===== config.mk =====
export PLATFORM = sky130hd
export DESIGN_NAME = dss_status_top
export DESIGN_NICKNAME = d
export VERILOG_FILES = /design/src/rtl/dss_pkg.sv /design/src/rtl/dss_warn_if.sv /design/src/rtl/dss_warn_hold.sv /design/src/rtl/dss_status_top.sv
export SDC_FILE = /design/constraint.sdc
export NUM_CORES = 1
export LEC_CHECK = 0
export BUFFER_PORTS_ARGS = -buffer_cell sky130_fd_sc_hd__clkbuf_2
export CORE_UTILIZATION = 50
export DETAILED_ROUTE_END_ITERATION = 12
export GPL_TIMING_DRIVEN = 0
export HOLD_SLACK_MARGIN = 0.03
export MAX_ROUTING_LAYER = met4
export PLACE_DENSITY = 0.73
export SYNTH_ARGS = -nofsm -noshare
export SYNTH_HDL_FRONTEND = slang
export SYNTH_SLANG_ARGS = --single-unit

===== constraint.sdc =====
create_clock -name clk_sys_i -period 6.45 [get_ports clk_sys_i]
set_input_delay 0.645 -clock clk_sys_i [delete_from_list [all_inputs] [get_ports clk_sys_i]]
set_output_delay 0.645 -clock clk_sys_i [all_outputs]
set_load 0.01 [all_outputs]

===== src/rtl/dss_pkg.sv =====
// shared constants and types for the drive state status word block
package dss_pkg;
   // parameter address of the status word on the fieldbus
   localparam logic [15:0] DSS_STATUS_ADDR = 16'h1B04;
   localparam logic [15:0] DSS_STATUS_RESET = 16'h0000;

   // status word field positions
   localparam int DSS_B_READY = 0;
   localparam int DSS_B_SWITCHED_ON = 1;
   localparam int DSS_B_OP_ENABLE = 2;
   localparam int DSS_B_FAULT = 3;
   localparam int DSS_B_VOLT = 4;
   localparam int DSS_B_QSTOP = 5;
   localparam int DSS_B_SW_DISABLE = 6;
   localparam int DSS_B_WARN = 7;
   localparam int DSS_B_HALT = 8;
   localparam int DSS_B_REMOTE = 9;
   localparam int DSS_B_TARGET = 10;
   localparam int DSS_B_RSVD = 11;
   localparam int DSS_B_MODE = 12;
   localparam int DSS_B_XERR = 13;
   localparam int DSS_B_XEND = 14;
   localparam int DSS_B_REFOK = 15;

   // warning minimum hold time
   localparam int DSS_CLK_HZ = 50_000_000;
   localparam int DSS_WARN_HOLD_MS = 100;
   localparam int DSS_WARN_HOLD_CYC =
      (DSS_WARN_HOLD_MS * (DSS_CLK_HZ / 1000));

   // error class that sends the drive to quick stop instead of fault
   localparam logic [2:0] DSS_ERR_CLASS_QS = 3'h1;

   // operating states, one-hot
   typedef enum logic [7:0] {
      DSS_ST_NOT_READY = 8'h01,
      DSS_ST_SW_DIS = 8'h02,
      DSS_ST_READY = 8'h04,
      DSS_ST_SWITCHED_ON = 8'h08,
      DSS_ST_OP_EN = 8'h10,
      DSS_ST_QSTOP = 8'h20,
      DSS_ST_FAULT_REACT = 8'h40,
      DSS_ST_FAULT = 8'h80
   } dss_state_t;

   // state machine commands
   typedef enum logic [2:0] {
      DSS_CMD_SHUTDOWN = 3'h0,
      DSS_CMD_SWITCH_ON = 3'h1,
      DSS_CMD_DIS_VOLT = 3'h2,
      DSS_CMD_QSTOP = 3'h3,
      DSS_CMD_DIS_OP = 3'h4,
      DSS_CMD_EN_OP = 3'h5
   } dss_cmd_t;
endpackage


===== src/rtl/dss_warn_if.sv =====
// carrier between status top and warning hold timer
`timescale 1ns/1ns
interface dss_warn_if;
   logic warn_present;
   logic fault_reset;
   logic warn_bit;

   modport top (
      output warn_present,
      output fault_reset,
      input warn_bit
   );
   modport hold (
      input warn_present,
      input fault_reset,
      output warn_bit
   );
endinterface


===== src/rtl/dss_warn_hold.sv =====
// warning bit with minimum hold time and fault reset override
`timescale 1ns/1ns
module dss_warn_hold #(
   parameter int HOLD_CYC = dss_pkg::DSS_WARN_HOLD_CYC
) (
   input wire logic clk_sys_i,
   input wire logic rst_n_i,
   dss_warn_if.hold wif
);
   import dss_pkg::*;

   localparam int CW = $clog2(HOLD_CYC + 1);
   localparam logic [CW-1:0] LOAD = CW'(HOLD_CYC - 1);

   logic [CW-1:0] hold_cnt;
   logic warn_q;

   // hold counter restarts whenever the bit is first raised
   always_ff @(posedge clk_sys_i or negedge rst_n_i) begin
      if (!rst_n_i) begin
         hold_cnt <= '0;
      end else if (wif.fault_reset) begin
         hold_cnt <= '0; // RULE8
      end else if (wif.warn_present && !warn_q) begin
         hold_cnt <= LOAD; // RULE7
      end else if (hold_cnt != '0) begin
         hold_cnt <= hold_cnt - CW'(1);
      end
   end

   // bit follows warning, only a fault reset drops it before the hold runs out
   always_ff @(posedge clk_sys_i or negedge rst_n_i) begin
      if (!rst_n_i) begin
         warn_q <= 1'b0;
      end else if (wif.fault_reset) begin
         warn_q <= 1'b0; // RULE8
      end else if (wif.warn_present) begin
         warn_q <= 1'b1; // RULE6
      end else if (hold_cnt == '0) begin
         warn_q <= 1'b0; // RULE7
      end
   end

   assign wif.warn_bit = warn_q;
endmodule


===== src/rtl/dss_status_top.sv =====
// drive state machine, status word and state signal outputs
// Functional notes
// RULE1 - no fault high in states 4,5,6; active high only in state 6
// RULE2 - states 2..5 coded in bits 6,5,3,2,1,0 as tabled
// RULE3 - states 6..9 coded in bits 6,5,3,2,1,0 as tabled
// RULE4 - bit 4 set while DC bus voltage is present and correct
// RULE5 - no move from state 3 to 4 without voltage
// RULE6 - bit 7 set while any warning is active; motion goes on
// RULE7 - warning bit holds at least 100 ms once set
// RULE8 - fault reset clears the warning bit at once
// RULE9 - bit 8 shows an active halt request
// RULE10 - bit 9 set when fieldbus commands are accepted
// RULE11 - parameter access works even while remote is clear
// RULE12 - bit 10 rises only after good end and standstill
// RULE13 - bit 10 low while running, after halt or error cancel
// RULE14 - bit 12 carries the operating mode indication
// RULE15 - bit 13 set on error that must be remedied
// RULE16 - bit 14 cleared when an operating mode starts
// RULE17 - bit 14 back to one at standstill after end or halt
// RULE18 - bit 14 stays low when a new mode follows immediately
// RULE19 - bit 15 set while a valid reference point is held
// RULE20 - reference stays valid when the power stage is disabled
// RULE21 - state 8 goes to 9 when error response completes
// RULE22 - fault reset in state 9 returns to 3 if cause cleared
// RULE23 - bit 11 reads zero; status refreshed every clock
`timescale 1ns/1ns
module dss_status_top #(
   parameter int WARN_HOLD_CYC = dss_pkg::DSS_WARN_HOLD_CYC
) (
   input wire logic clk_sys_i,
   input wire logic rst_n_i,
   input wire logic dc_bus_ok_i,
   input wire logic init_done_i,
   input wire logic cmd_valid_i,
   input wire dss_pkg::dss_cmd_t cmd_i,
   input wire logic cmd_from_fb_i,
   input wire logic remote_i,
   input wire logic fault_reset_i,
   input wire logic cause_cleared_i,
   input wire logic err_valid_i,
   input wire logic [2:0] err_class_i,
   input wire logic err_resp_done_i,
   input wire logic [15:0] active_warning_register_i,
   input wire logic halt_i,
   input wire logic op_start_i,
   input wire logic op_done_ok_i,
   input wire logic standstill_i,
   input wire logic mode_bit_i,
   input wire logic ref_set_i,
   input wire logic ref_lost_i,
   input wire logic sig_out_cfg_i,
   input wire logic param_rd_i,
   input wire logic param_wr_i,
   input wire logic [15:0] param_addr_i,
   output logic [15:0] param_rdata_o,
   output logic param_ack_o,
   output logic param_err_o,
   output logic [15:0] drive_state_status_word_o,
   output logic no_fault_o,
   output logic active_o
);
   import dss_pkg::*;

   logic rst_meta;
   logic rst_n;
   logic volt_meta;
   logic volt_ok;
   dss_state_t state;
   dss_state_t next_state;
   logic cmd_ok;
   logic err_fault;
   logic err_qstop;
   logic [15:0] next_status;
   logic [15:0] status;
   logic op_running;
   logic op_good;
   logic target;
   logic x_err;
   logic x_end;
   logic ref_ok;
   logic halt_q;
   logic remote_q;
   logic mode_q;

   dss_warn_if wif ();

   // reset released through two flops, asserted at once
   always_ff @(posedge clk_sys_i or negedge rst_n_i) begin
      if (!rst_n_i) begin
         rst_meta <= 1'b0;
         rst_n <= 1'b0;
      end else begin
         rst_meta <= 1'b1;
         rst_n <= rst_meta;
      end
   end

   // bus voltage monitor is a pin, synchronised before use
   always_ff @(posedge clk_sys_i or negedge rst_n) begin
      if (!rst_n) begin
         volt_meta <= 1'b0;
         volt_ok <= 1'b0;
      end else begin
         volt_meta <= dc_bus_ok_i;
         volt_ok <= volt_meta;
      end
   end

   // fieldbus commands only count while the fieldbus has control
   assign cmd_ok = cmd_valid_i && (remote_i || !cmd_from_fb_i); // RULE10
   // class 1 ends in quick stop from operation enabled, higher classes in fault reaction
   assign err_qstop = err_valid_i && (err_class_i == DSS_ERR_CLASS_QS);
   assign err_fault = err_valid_i && (err_class_i > DSS_ERR_CLASS_QS);

   // next operating state; errors take priority over commands
   always_comb begin
      next_state = state;
      unique case (state)
         DSS_ST_NOT_READY: begin
            if (init_done_i) begin
               next_state = DSS_ST_SW_DIS;
            end
         end
         DSS_ST_SW_DIS: begin
            if (cmd_ok && cmd_i == DSS_CMD_SHUTDOWN && volt_ok) begin
               next_state = DSS_ST_READY; // RULE5
            end
         end
         DSS_ST_READY: begin
            if (!volt_ok || (cmd_ok && (cmd_i == DSS_CMD_DIS_VOLT ||
                cmd_i == DSS_CMD_QSTOP))) begin
               next_state = DSS_ST_SW_DIS;
            end else if (cmd_ok && cmd_i == DSS_CMD_SWITCH_ON) begin
               next_state = DSS_ST_SWITCHED_ON;
            end
         end
         DSS_ST_SWITCHED_ON: begin
            if (cmd_ok && (cmd_i == DSS_CMD_DIS_VOLT ||
                cmd_i == DSS_CMD_QSTOP)) begin
               next_state = DSS_ST_SW_DIS;
            end else if (cmd_ok && cmd_i == DSS_CMD_SHUTDOWN) begin
               next_state = DSS_ST_READY;
            end else if (cmd_ok && cmd_i == DSS_CMD_EN_OP) begin
               next_state = DSS_ST_OP_EN;
            end
         end
         DSS_ST_OP_EN: begin
            if (err_qstop || (cmd_ok && cmd_i == DSS_CMD_QSTOP)) begin
               next_state = DSS_ST_QSTOP;
            end else if (cmd_ok && cmd_i == DSS_CMD_DIS_VOLT) begin
               next_state = DSS_ST_SW_DIS;
            end else if (cmd_ok && cmd_i == DSS_CMD_SHUTDOWN) begin
               next_state = DSS_ST_READY;
            end else if (cmd_ok && cmd_i == DSS_CMD_DIS_OP) begin
               next_state = DSS_ST_SWITCHED_ON;
            end
         end
         DSS_ST_QSTOP: begin
            if (cmd_ok && cmd_i == DSS_CMD_DIS_VOLT) begin
               next_state = DSS_ST_SW_DIS;
            end else if (fault_reset_i) begin
               next_state = DSS_ST_OP_EN;
            end
         end
         DSS_ST_FAULT_REACT: begin
            if (err_resp_done_i) begin
               next_state = DSS_ST_FAULT; // RULE21
            end
         end
         DSS_ST_FAULT: begin
            if (fault_reset_i && cause_cleared_i) begin
               next_state = DSS_ST_SW_DIS; // RULE22
            end
         end
         default: begin
            next_state = DSS_ST_NOT_READY;
         end
      endcase
      // a class 2..7 error wins over anything outside the fault path
      if (err_fault && state != DSS_ST_FAULT_REACT &&
          state != DSS_ST_FAULT) begin
         next_state = DSS_ST_FAULT_REACT;
      end
   end

   always_ff @(posedge clk_sys_i or negedge rst_n) begin
      if (!rst_n) begin
         state <= DSS_ST_NOT_READY;
      end else begin
         state <= next_state;
      end
   end

   // warning hold timer gets the fault reset as an override
   assign wif.warn_present = (active_warning_register_i != 16'h0000);
   assign wif.fault_reset = fault_reset_i;

   dss_warn_hold #(
      .HOLD_CYC(WARN_HOLD_CYC)
   ) u_warn (
      .clk_sys_i(clk_sys_i),
      .rst_n_i(rst_n),
      .wif(wif)
   );

   // operating mode tracking; halt or error ends the run early
   always_ff @(posedge clk_sys_i or negedge rst_n) begin
      if (!rst_n) begin
         op_running <= 1'b0;
         op_good <= 1'b0;
      end else if (op_start_i) begin
         op_running <= 1'b1;
         op_good <= 1'b0;
      end else if (op_done_ok_i) begin
         op_running <= 1'b0;
         op_good <= 1'b1;
      end else if (halt_i || err_valid_i) begin
         op_running <= 1'b0;
         op_good <= 1'b0; // RULE13
      end
   end

   // target reached needs good end plus standstill
   always_ff @(posedge clk_sys_i or negedge rst_n) begin
      if (!rst_n) begin
         target <= 1'b0;
      end else if (op_start_i || !standstill_i || halt_i ||
                   err_valid_i) begin
         target <= 1'b0; // RULE13
      end else if (op_good && !op_running) begin
         target <= 1'b1; // RULE12
      end
   end

   // end flag: a start in the same cycle keeps it low, so
   // back-to-back runs never show a rising edge in between
   always_ff @(posedge clk_sys_i or negedge rst_n) begin
      if (!rst_n) begin
         x_end <= 1'b0;
      end else if (op_start_i) begin
         x_end <= 1'b0; // RULE16 RULE18
      end else if (!op_running && standstill_i) begin
         x_end <= 1'b1; // RULE17
      end
   end

   // error flag; a new error wins over a simultaneous fault reset
   always_ff @(posedge clk_sys_i or negedge rst_n) begin
      if (!rst_n) begin
         x_err <= 1'b0;
      end else if (err_valid_i) begin
         x_err <= 1'b1; // RULE15
      end else if (fault_reset_i && (state != DSS_ST_FAULT_REACT) &&
                   (state != DSS_ST_FAULT || cause_cleared_i)) begin
         x_err <= 1'b0;
      end
   end

   // reference: no power stage term here, so disabling keeps it
   always_ff @(posedge clk_sys_i or negedge rst_n) begin
      if (!rst_n) begin
         ref_ok <= 1'b0;
      end else if (ref_set_i) begin
         ref_ok <= 1'b1; // RULE19 RULE20
      end else if (ref_lost_i) begin
         ref_ok <= 1'b0;
      end
   end

   // plain level flags sampled each cycle
   always_ff @(posedge clk_sys_i or negedge rst_n) begin
      if (!rst_n) begin
         halt_q <= 1'b0;
         remote_q <= 1'b0;
         mode_q <= 1'b0;
      end else begin
         halt_q <= halt_i; // RULE9
         remote_q <= remote_i; // RULE10
         mode_q <= mode_bit_i; // RULE14
      end
   end

   // status word assembly; don't-care bits are driven as zero
   always_comb begin
      next_status = 16'h0000; // RULE23
      unique case (state)
         DSS_ST_NOT_READY: begin
            next_status[6:0] = 7'h00; // RULE2
         end
         DSS_ST_SW_DIS: begin
            next_status[DSS_B_SW_DISABLE] = 1'b1; // RULE2
         end
         DSS_ST_READY: begin
            next_status[DSS_B_QSTOP] = 1'b1; // RULE2
            next_status[DSS_B_READY] = 1'b1;
         end
         DSS_ST_SWITCHED_ON: begin
            next_status[DSS_B_QSTOP] = 1'b1; // RULE2
            next_status[DSS_B_SWITCHED_ON] = 1'b1;
            next_status[DSS_B_READY] = 1'b1;
         end
         DSS_ST_OP_EN: begin
            next_status[DSS_B_QSTOP] = 1'b1; // RULE3
            next_status[2:0] = 3'h7;
         end
         DSS_ST_QSTOP: begin
            next_status[2:0] = 3'h7; // RULE3
         end
         DSS_ST_FAULT_REACT, DSS_ST_FAULT: begin
            next_status[3:0] = 4'hF; // RULE3
         end
         default: begin
            next_status[6:0] = 7'h00;
         end
      endcase
      next_status[DSS_B_VOLT] = volt_ok; // RULE4
      next_status[DSS_B_WARN] = wif.warn_bit; // RULE6
      next_status[DSS_B_HALT] = halt_q; // RULE9
      next_status[DSS_B_REMOTE] = remote_q; // RULE10
      next_status[DSS_B_TARGET] = target; // RULE12
      next_status[DSS_B_RSVD] = 1'b0; // RULE23
      next_status[DSS_B_MODE] = mode_q; // RULE14
      next_status[DSS_B_XERR] = x_err; // RULE15
      next_status[DSS_B_XEND] = x_end; // RULE17
      next_status[DSS_B_REFOK] = ref_ok; // RULE19
   end

   // status word and signal outputs refreshed every clock
   always_ff @(posedge clk_sys_i or negedge rst_n) begin
      if (!rst_n) begin
         status <= DSS_STATUS_RESET;
         no_fault_o <= 1'b0;
         active_o <= 1'b0;
      end else begin
         status <= next_status; // RULE23
         no_fault_o <= sig_out_cfg_i && (state == DSS_ST_READY ||
            state == DSS_ST_SWITCHED_ON || state == DSS_ST_OP_EN); // RULE1
         active_o <= sig_out_cfg_i && (state == DSS_ST_OP_EN); // RULE1
      end
   end

   assign drive_state_status_word_o = status;

   // parameter port: answered whatever the remote bit says
   always_ff @(posedge clk_sys_i or negedge rst_n) begin
      if (!rst_n) begin
         param_rdata_o <= 16'h0000;
         param_ack_o <= 1'b0;
         param_err_o <= 1'b0;
      end else begin
         param_ack_o <= param_rd_i || param_wr_i; // RULE11
         param_err_o <= param_wr_i ||
            (param_rd_i && param_addr_i != DSS_STATUS_ADDR);
         if (param_rd_i && param_addr_i == DSS_STATUS_ADDR) begin
            param_rdata_o <= status; // RULE11
         end else if (param_rd_i) begin
            param_rdata_o <= 16'h0000; // unmapped reads as zero
         end
      end
   end
endmodule


==> impl_metrics.tcl, run 1 <==
set metrics [dict create \
    status "finished clean" \
    die_y_um 87.20 \
    grt_usage_pct 23.53 \
    yosysWarnings 0 \
    cp-start-kind "register" \
    ys_seq_area_share_pct 54.50 \
    power_density_nw_per_um2 277.0 \
    vias 3004 \
    synthMuxAreaShare_pct 0 \
    setup-violations-final 0 \
    finalWorstPathRequiredPeriod_ns 2.569 \
    pin_count 95 \
    finClkSkew_ns 0.007854 \
    ys_dominant_reg_cell "dfrtp_1" \
    crit_fanout 10 \
    fin_nets 519 \
    route.detailed.drc 0 \
    ys_seq_elements 79 \
    drtAntennaViolNets 0 \
    hold_violations 0 \
    yosys.area_share.simple_pct 23.47 \
    vdd_drop_max_mv 0.1931 \
    worstSetupEndpointType "register" \
    postCtsHoldBufs 0 \
    rsz0062_at_grt "false" \
    synth_xor_area_share_pct 4.826 \
    drive_gt1_share_pct 28.02 \
    grt_pass1_vias 2844 \
    yosysUniqueCellTypes 55 \
    syn2layout_area_growth_pct 21.96 \
    synth_largest_area_cell "dfrtp_1" \
    worst_pin_slew_ns 0.8792 \
    ys_top_cells_by_area "dfrtp_1 (54%), nand2_1 (3.6%), a21oi_1 (3.4%), xnor2_1 (3.1%), o22ai_1 (2.8%)" \
    cts.path.max_buffers 2 \
    via_per_inst 5.364 \
    hold_class "primary input to async pin" \
    critPathArrivalTime_ns 2.77 \
    syn_inst 356 \
    timing.critical_path.to "u_warn.hold_cnt[18]" \
    r2r_cells 9 \
    yosysTopAreaCellShare_pct 53.77 \
    dp_hpwl_mm 5.943 \
    holdWs_ns 0.06760 \
    rows 30 \
    drt_pass1_iterations 4 \
    grt_overflow_total 0 \
    synth_top_family_by_area "simple AND/OR/NAND/NOR gates" \
    antenna_found_initial 0 \
    slew_headroom_pct 40.56 \
    drt_iter0_drc 157 \
    die_w_um 87.20 \
    n_antenna_cell 0 \
    wl_per_cell_um 14.26 \
    synth-async-reset-ratio_pct 100.0 \
    post_cts_buffers 0 \
    synth-compound-area-share_pct 12.34 \
    reg2reg_from "u_warn.hold_cnt[0]" \
    fin_crit_sh_pct 39.83 \
    required_ns 6.65 \
    grt_max_degree 41 \
    synth-edff-count 0 \
    cp-startpoint "u_warn.hold_cnt[0]" \
    ff2ff_setup_slack_ns 3.88 \
    io_buffers 90 \
    cts.repair.resized 0 \
    core_region_area_um2 6907 \
    cts_tree "yes" \
    floorplan.initialDensity_pct 52.55 \
    clock_latency_ns 0.35 \
    die_area_um2 7604 \
    power.leakage_nw 2.054 \
    cts_max_level 3 \
    grt_pass1_wl_mm 13.22 \
    synth_fa_ha_area_share_pct 0.6205 \
    tns_ns 0 \
    clk_pin_slew_ns 0.08 \
    cts-buffers-inserted 9 \
    worstSetupPathType "register to register" \
    wirelength_mm 7.987 \
    drv_cap 0 \
    root_buffer "clkbuf_8" \
    slew_viol_final 0 \
    syn_area_per_cell_um2 10.20 \
    timing.fmax_mhz 389.3 \
    gp_congestion 0.8731 \
    cts_sinks 79 \
    syn-cell-area_um2 3630 \
    r2r-end "u_warn.hold_cnt[18]" \
]
## where the power goes
group          switching (mW)  internal, mW
sequential             0.0483         0.539
clock                   0.177         0.189
combinational           0.154         0.120
## metrics by stage
| step | cells | utilization (%) | cell area (um2) | power, mW | worst slack [ns] |
|---|---|---|---|---|---|
| 6_report | 560 | 64.09 | 4427 | 1.226 | 3.881 |
| 3_3_place_gp | 543 | 60.87 | 4204 | 0.8592 | 3.294 |
| 4_1_cts | 560 | 64.09 | 4427 | 1.234 | 3.890 |
| 2_1_floorplan | 357 | - | 3633 | 0.7756 | 4.089 |
| 3_5_place_dp | 544 | 61.21 | 4228 | 0.8682 | 3.903 |
| 5_1_grt | 560 | 64.09 | 4427 | 1.293 | 3.702 |
## sequential cells by signal, indices dropped and copies added, names as in the netlist
name / flops
u_warn.wif.warn_bit: 1
volt_meta: 1
active_o: 1
drive_state_status_word_o: 15
rst_n: 1
x_end: 1
halt_q: 1
volt_ok: 1
target: 1
param_rdata_o: 15
no_fault_o: 1
param_ack_o: 1
op_running: 1
x_err: 1
u_warn.hold_cnt: 23
mode_q: 1
state: 8
op_good: 1
param_err_o: 1
ref_ok: 1
remote_q: 1
rst_meta: 1
## cell type report
class | count | area [um2]
fill | 604 | 2480
buffer | 13 | 60.06
timing repair buffer | 91 | 470.5
sequential | 79 | 1982
tap | 96 | 120.1
multi-input combinational | 242 | 1509
clock buffer | 11 | 141.4
inverter | 23 | 86.33
clock inverter | 5 | 57.56
## cell usage after synthesis (all sizes together) (5+ instances only)
master   n
a21oi   25
nor4b    5
dfrtp   78
nand2b   9
o21ai    9
or3      9
nor3    17
nand2   36
xnor2   13
nor2b    5
buf      5
clkbuf   8
inv     23
nand4    5
nor2    24
o22ai   16
nand3    6
nor4    13
xor2     7
## worst min-delay path by stage
stage / from / slack [ns] / to / cells past startpoint
final: rst_n_i / 0.07 / rst_n / 1
after global routing: rst_n_i / 0.04 / rst_n / 1
after CTS: rst_n_i / 0.05 / rst_n / 1
after detailed placement: rst_n / 0.32 / drive_state_status_word_o[7] / 0
after global placement: volt_meta / 0.33 / volt_ok / 0
after floorplan: mode_q / 0.33 / drive_state_status_word_o[12] / 0
## cell usage in the layout (no fill, tap or decap), types with 10 or more instances in the layout
| cell | n |
|---|---|
| a21oi_1 | 25 |
| clkbuf_2 | 90 |
| clkbuf_8 | 10 |
| dfrtp_1 | 77 |
| inv_1 | 23 |
| nand2_1 | 35 |
| nor2_1 | 24 |
| nor3_1 | 15 |
| o22ai_1 | 16 |
| xnor2_1 | 13 |
## cells by family (layout without fill, tap and decap cells)
kind of cell	after synthesis	count (layout)
simple gates	146	146
flops	79	79
compound gates	71	71
buf+inv	36	143
xor+xnor	20	20
fa+ha+maj	2	2
other cells	2	3
## metal layers
layer / part of all wire, % / vias up / track usage (%)
li1: - / 1461 / -
met1: 44 / 1436 / 28.96
met2: 49 / 103 / 37.94
met3: 5.9 / 4 / 7.109
met4: 0.73 / 0 / 6.408
met5: 0 / - / -
## worst max-delay path, cell delays in order (launching register included)
cell and delay [ns]:
dfrtp_1 0.46, inv_1 0.09, ha_1 0.20, or3b_2 0.51, nor4_4 0.30, and3_1 0.21
buf_2 0.18, a31o_2 0.16, buf_2 0.23, a21oi_1 0.08
No activity file was read; power rests on OpenSTA's default activity.
==> run 2, diff against run 1 <==
ABC_AREA = 1   (was unset)
CORE_UTILIZATION = 48   (was 50)
clock period = 2.1 ns   (was 6.45 ns; I/O delays follow)
==> run 2 against run 1 <==
- worst hold slack worse by 0.014 ns
- total power grew to 3.0 times the previous value
- core utilization is 2.4 points lower
- synthesized cell count increased by 44%
- design area is 9.4% higher
- routed wire length increased by 15%
- global-route usage decreased by 0.31 points
==> impl_metrics.tcl, run 2 <==
set metrics [dict create \
    die_area_um2 8606 \
    vias 3587 \
    final_cell_mix "nand2_1 (127), nor2_1 (97), clkbuf_2 (91)" \
    ys_seq_area_share_pct 50.02 \
    worstSetupPathType "register to register" \
    rows 32 \
    largest_register "u_warn.hold_cnt" \
    synth-async-reset-ratio_pct 100.0 \
    mostFrequentLayoutCell "nand2_1" \
    synth-edff-count 0 \
    tns_ns 0 \
    ys_top_cells_by_area "dfrtp_1 (49%), nand2_1 (12%), nor2_1 (9.3%), nand3_1 (6.6%), inv_1 (5.6%)" \
    drt_iter0_drc 212 \
    drv_cap 0 \
    r2r-end "u_warn.hold_cnt[7]" \
    status "finished clean" \
    yosysTopAreaCellShare_pct 49.35 \
    core_region_area_um2 7848 \
    dp_hpwl_mm 7.057 \
    cts.path.max_buffers 2 \
    timing.fmax_mhz 529.9 \
    finalCoreUtilization_pct 61.70 \
    setup_slack_ns 0.2129 \
    die_y_um 92.77 \
    slew_viol_final 0 \
    cts_tree "yes" \
    critPathArrivalTime_ns 2.12 \
    whs_endpoint "ref_ok" \
    fin_crit_sh_pct 89.86 \
    crit_fanout 8 \
    n_antenna_cell 0 \
    io_buffers 91 \
    reg2reg_from "u_warn.hold_cnt[0]" \
    largest_register_ffs 23 \
    pin_count 95 \
    root_buffer "clkbuf_8" \
    synth.most_common_cell "nand2_1" \
    antenna_found_initial 0 \
    hold_depth 2 \
    grt_max_degree 64 \
    setup-violations-final 0 \
    clock_latency_ns 0.35 \
    ys_seq_elements 79 \
    yosysUniqueCellTypes 36 \
    syn-cell-area_um2 3955 \
    cp-start-kind "register" \
    fin_cells 731 \
    cts_sinks 79 \
    finClkSkew_ns 0.008155 \
    wirelength_mm 9.160 \
    rsz0062_at_grt "false" \
    fin_nets 684 \
    ff2ff_setup_slack_ns 0.21 \
    hp-start "ref_lost_i" \
    yosysWarnings 0 \
    clk_pin_slew_ns 0.08 \
    grt_overflow_total 0 \
    hold_class "primary input to register" \
    dpl_worst_slack_ns 0.1043 \
    place_inst 709 \
    synth_largest_area_cell "dfrtp_1" \
    syn_area_per_cell_um2 7.695 \
    hold_violations 0 \
    wl_per_cell_um 12.53 \
    synth_commonest_cells "nand2_1 (127), nor2_1 (98), dfrtp_1 (78), inv_1 (59), nand3_1 (52)" \
    drtAntennaViolNets 0 \
    route.detailed.drc 0 \
    r2r_cells 9 \
    vdd_drop_max_mv 0.3570 \
    cts-buffers-inserted 9 \
    drive_gt1_share_pct 21.30 \
    grt_pass1_wl_mm 15.15 \
    ys_dominant_reg_cell "dfrtp_1" \
    power.leakage_nw 2.661 \
    cts_max_level 3 \
    syn_inst 514 \
    fill_cells 733 \
    die_w_um 92.77 \
    holdWs_ns 0.05317 \
    finalWorstPathRequiredPeriod_ns 1.887 \
    floorplan.initialDensity_pct 50.40 \
    gp_congestion 0.9087 \
    worstSetupEndpointType "register" \
    via_per_inst 4.907 \
    grt_usage_pct 23.22 \
    syn2layout_area_growth_pct 22.43 \
    grt_pass1_vias 3354 \
    power_density_nw_per_um2 759.3 \
    drt_pass1_iterations 5 \
    required_ns 2.34 \
]
## run 2: changes by cell type after synthesis, moves of 6 or more
| cell | previous run | this run |
|---|---|---|
| inv_1 | 23 | 59 |
| nor3_1 | 15 | 9 |
| o22ai_1 | 16 | 0 |
| or3_1 | 8 | 0 |
| xnor2_1 | 13 | 1 |
| nor4_1 | 9 | 1 |
| nor2_1 | 24 | 98 |
| nand2b_1 | 9 | 0 |
| nand3_1 | 6 | 52 |
| nand2_1 | 35 | 127 |
## run 2: worst max path at each step
stage	startpoint	depth (start not counted)	end
floorplan	u_warn.hold_cnt[0]	9	u_warn.hold_cnt[7]
global placement	u_warn.hold_cnt[0]	9	u_warn.hold_cnt[7]
detailed placement	u_warn.hold_cnt[0]	9	u_warn.hold_cnt[7]
CTS	u_warn.hold_cnt[0]	9	u_warn.hold_cnt[7]
global route	u_warn.hold_cnt[0]	9	u_warn.hold_cnt[7]
finish	u_warn.hold_cnt[0]	9	u_warn.hold_cnt[7]
## run 2: worst max-delay path: stages, from the launching register on
cell and delay (ns):
dfrtp_1 0.39, inv_1 0.10, ha_1 0.25, nand2_1 0.20
nor3_1 0.22, nand3_1 0.11, nor2_2 0.20, a21oi_1 0.09
o21ai_0 0.15, inv_1 0.05
## run 2: final cells by class
| class | count | area, um2 | area share [%] |
|---|---|---|---|
| clock buffers | 10 | 137.6 | 2.842 |
| plain buffers | 8 | 53.80 | 1.111 |
| well taps | 102 | 127.6 | 2.636 |
| inverters | 61 | 229.0 | 4.729 |
| flip-flops and latches | 79 | 1982 | 40.93 |
| multi-input cells | 367 | 1700 | 35.12 |
| clock inverters | 6 | 68.82 | 1.421 |
| repair buffers | 98 | 543.0 | 11.21 |
## run 2: power by group
group	switching (mW)	total, mW	internal, mW
sequential	0.0879	1.73	1.64
clock	0.568	1.16	0.588
combinational	0.513	0.792	0.279
total	1.17	3.68	2.51
## run 2: kinds of logic (layout without fill, tap and decap cells)
group / after synthesis / in the layout / synth area share [%]
adder cells (fa/ha/maj): 1 / 1 / 0.3163
AO/OA/AOI/OAI: 45 / 45 / 5.948
flip-flops: 79 / 79 / 50.02
AND/OR/NAND/NOR: 314 / 314 / 35.50
buffers and inverters: 69 / 183 / 7.149
XOR/XNOR: 4 / 4 / 0.8860
other: 2 / 3 / 0.1899
## run 2: routing by layer
layer | routed length, um | vias to the layer above | track usage [%]
li1 | - | 1843 | -
met1 | 3945 | 1667 | 28.07
met2 | 4789 | 69 | 39.77
met3 | 337 | 8 | 4.023
met4 | 87 | 0 | 6.923
met5 | 0 | - | -
## run 2: timing repair
action | 4_1_cts | 5_1_grt
hold buffers | 6 | 0
setup endpoints to repair | 0 | 1
buffers inserted | 0 | 0
endpoints found under the hold margin | 7 | 0
gates resized for setup | 0 | 1
## run 2: per-stage QoR
stage	cell area [um2]	total power [mW]
after global placement	4543	2.510
after detailed placement	4573	2.538
after global routing	4842	3.879
after CTS	4840	3.704
after floorplan	3960	2.280
final	4842	3.677
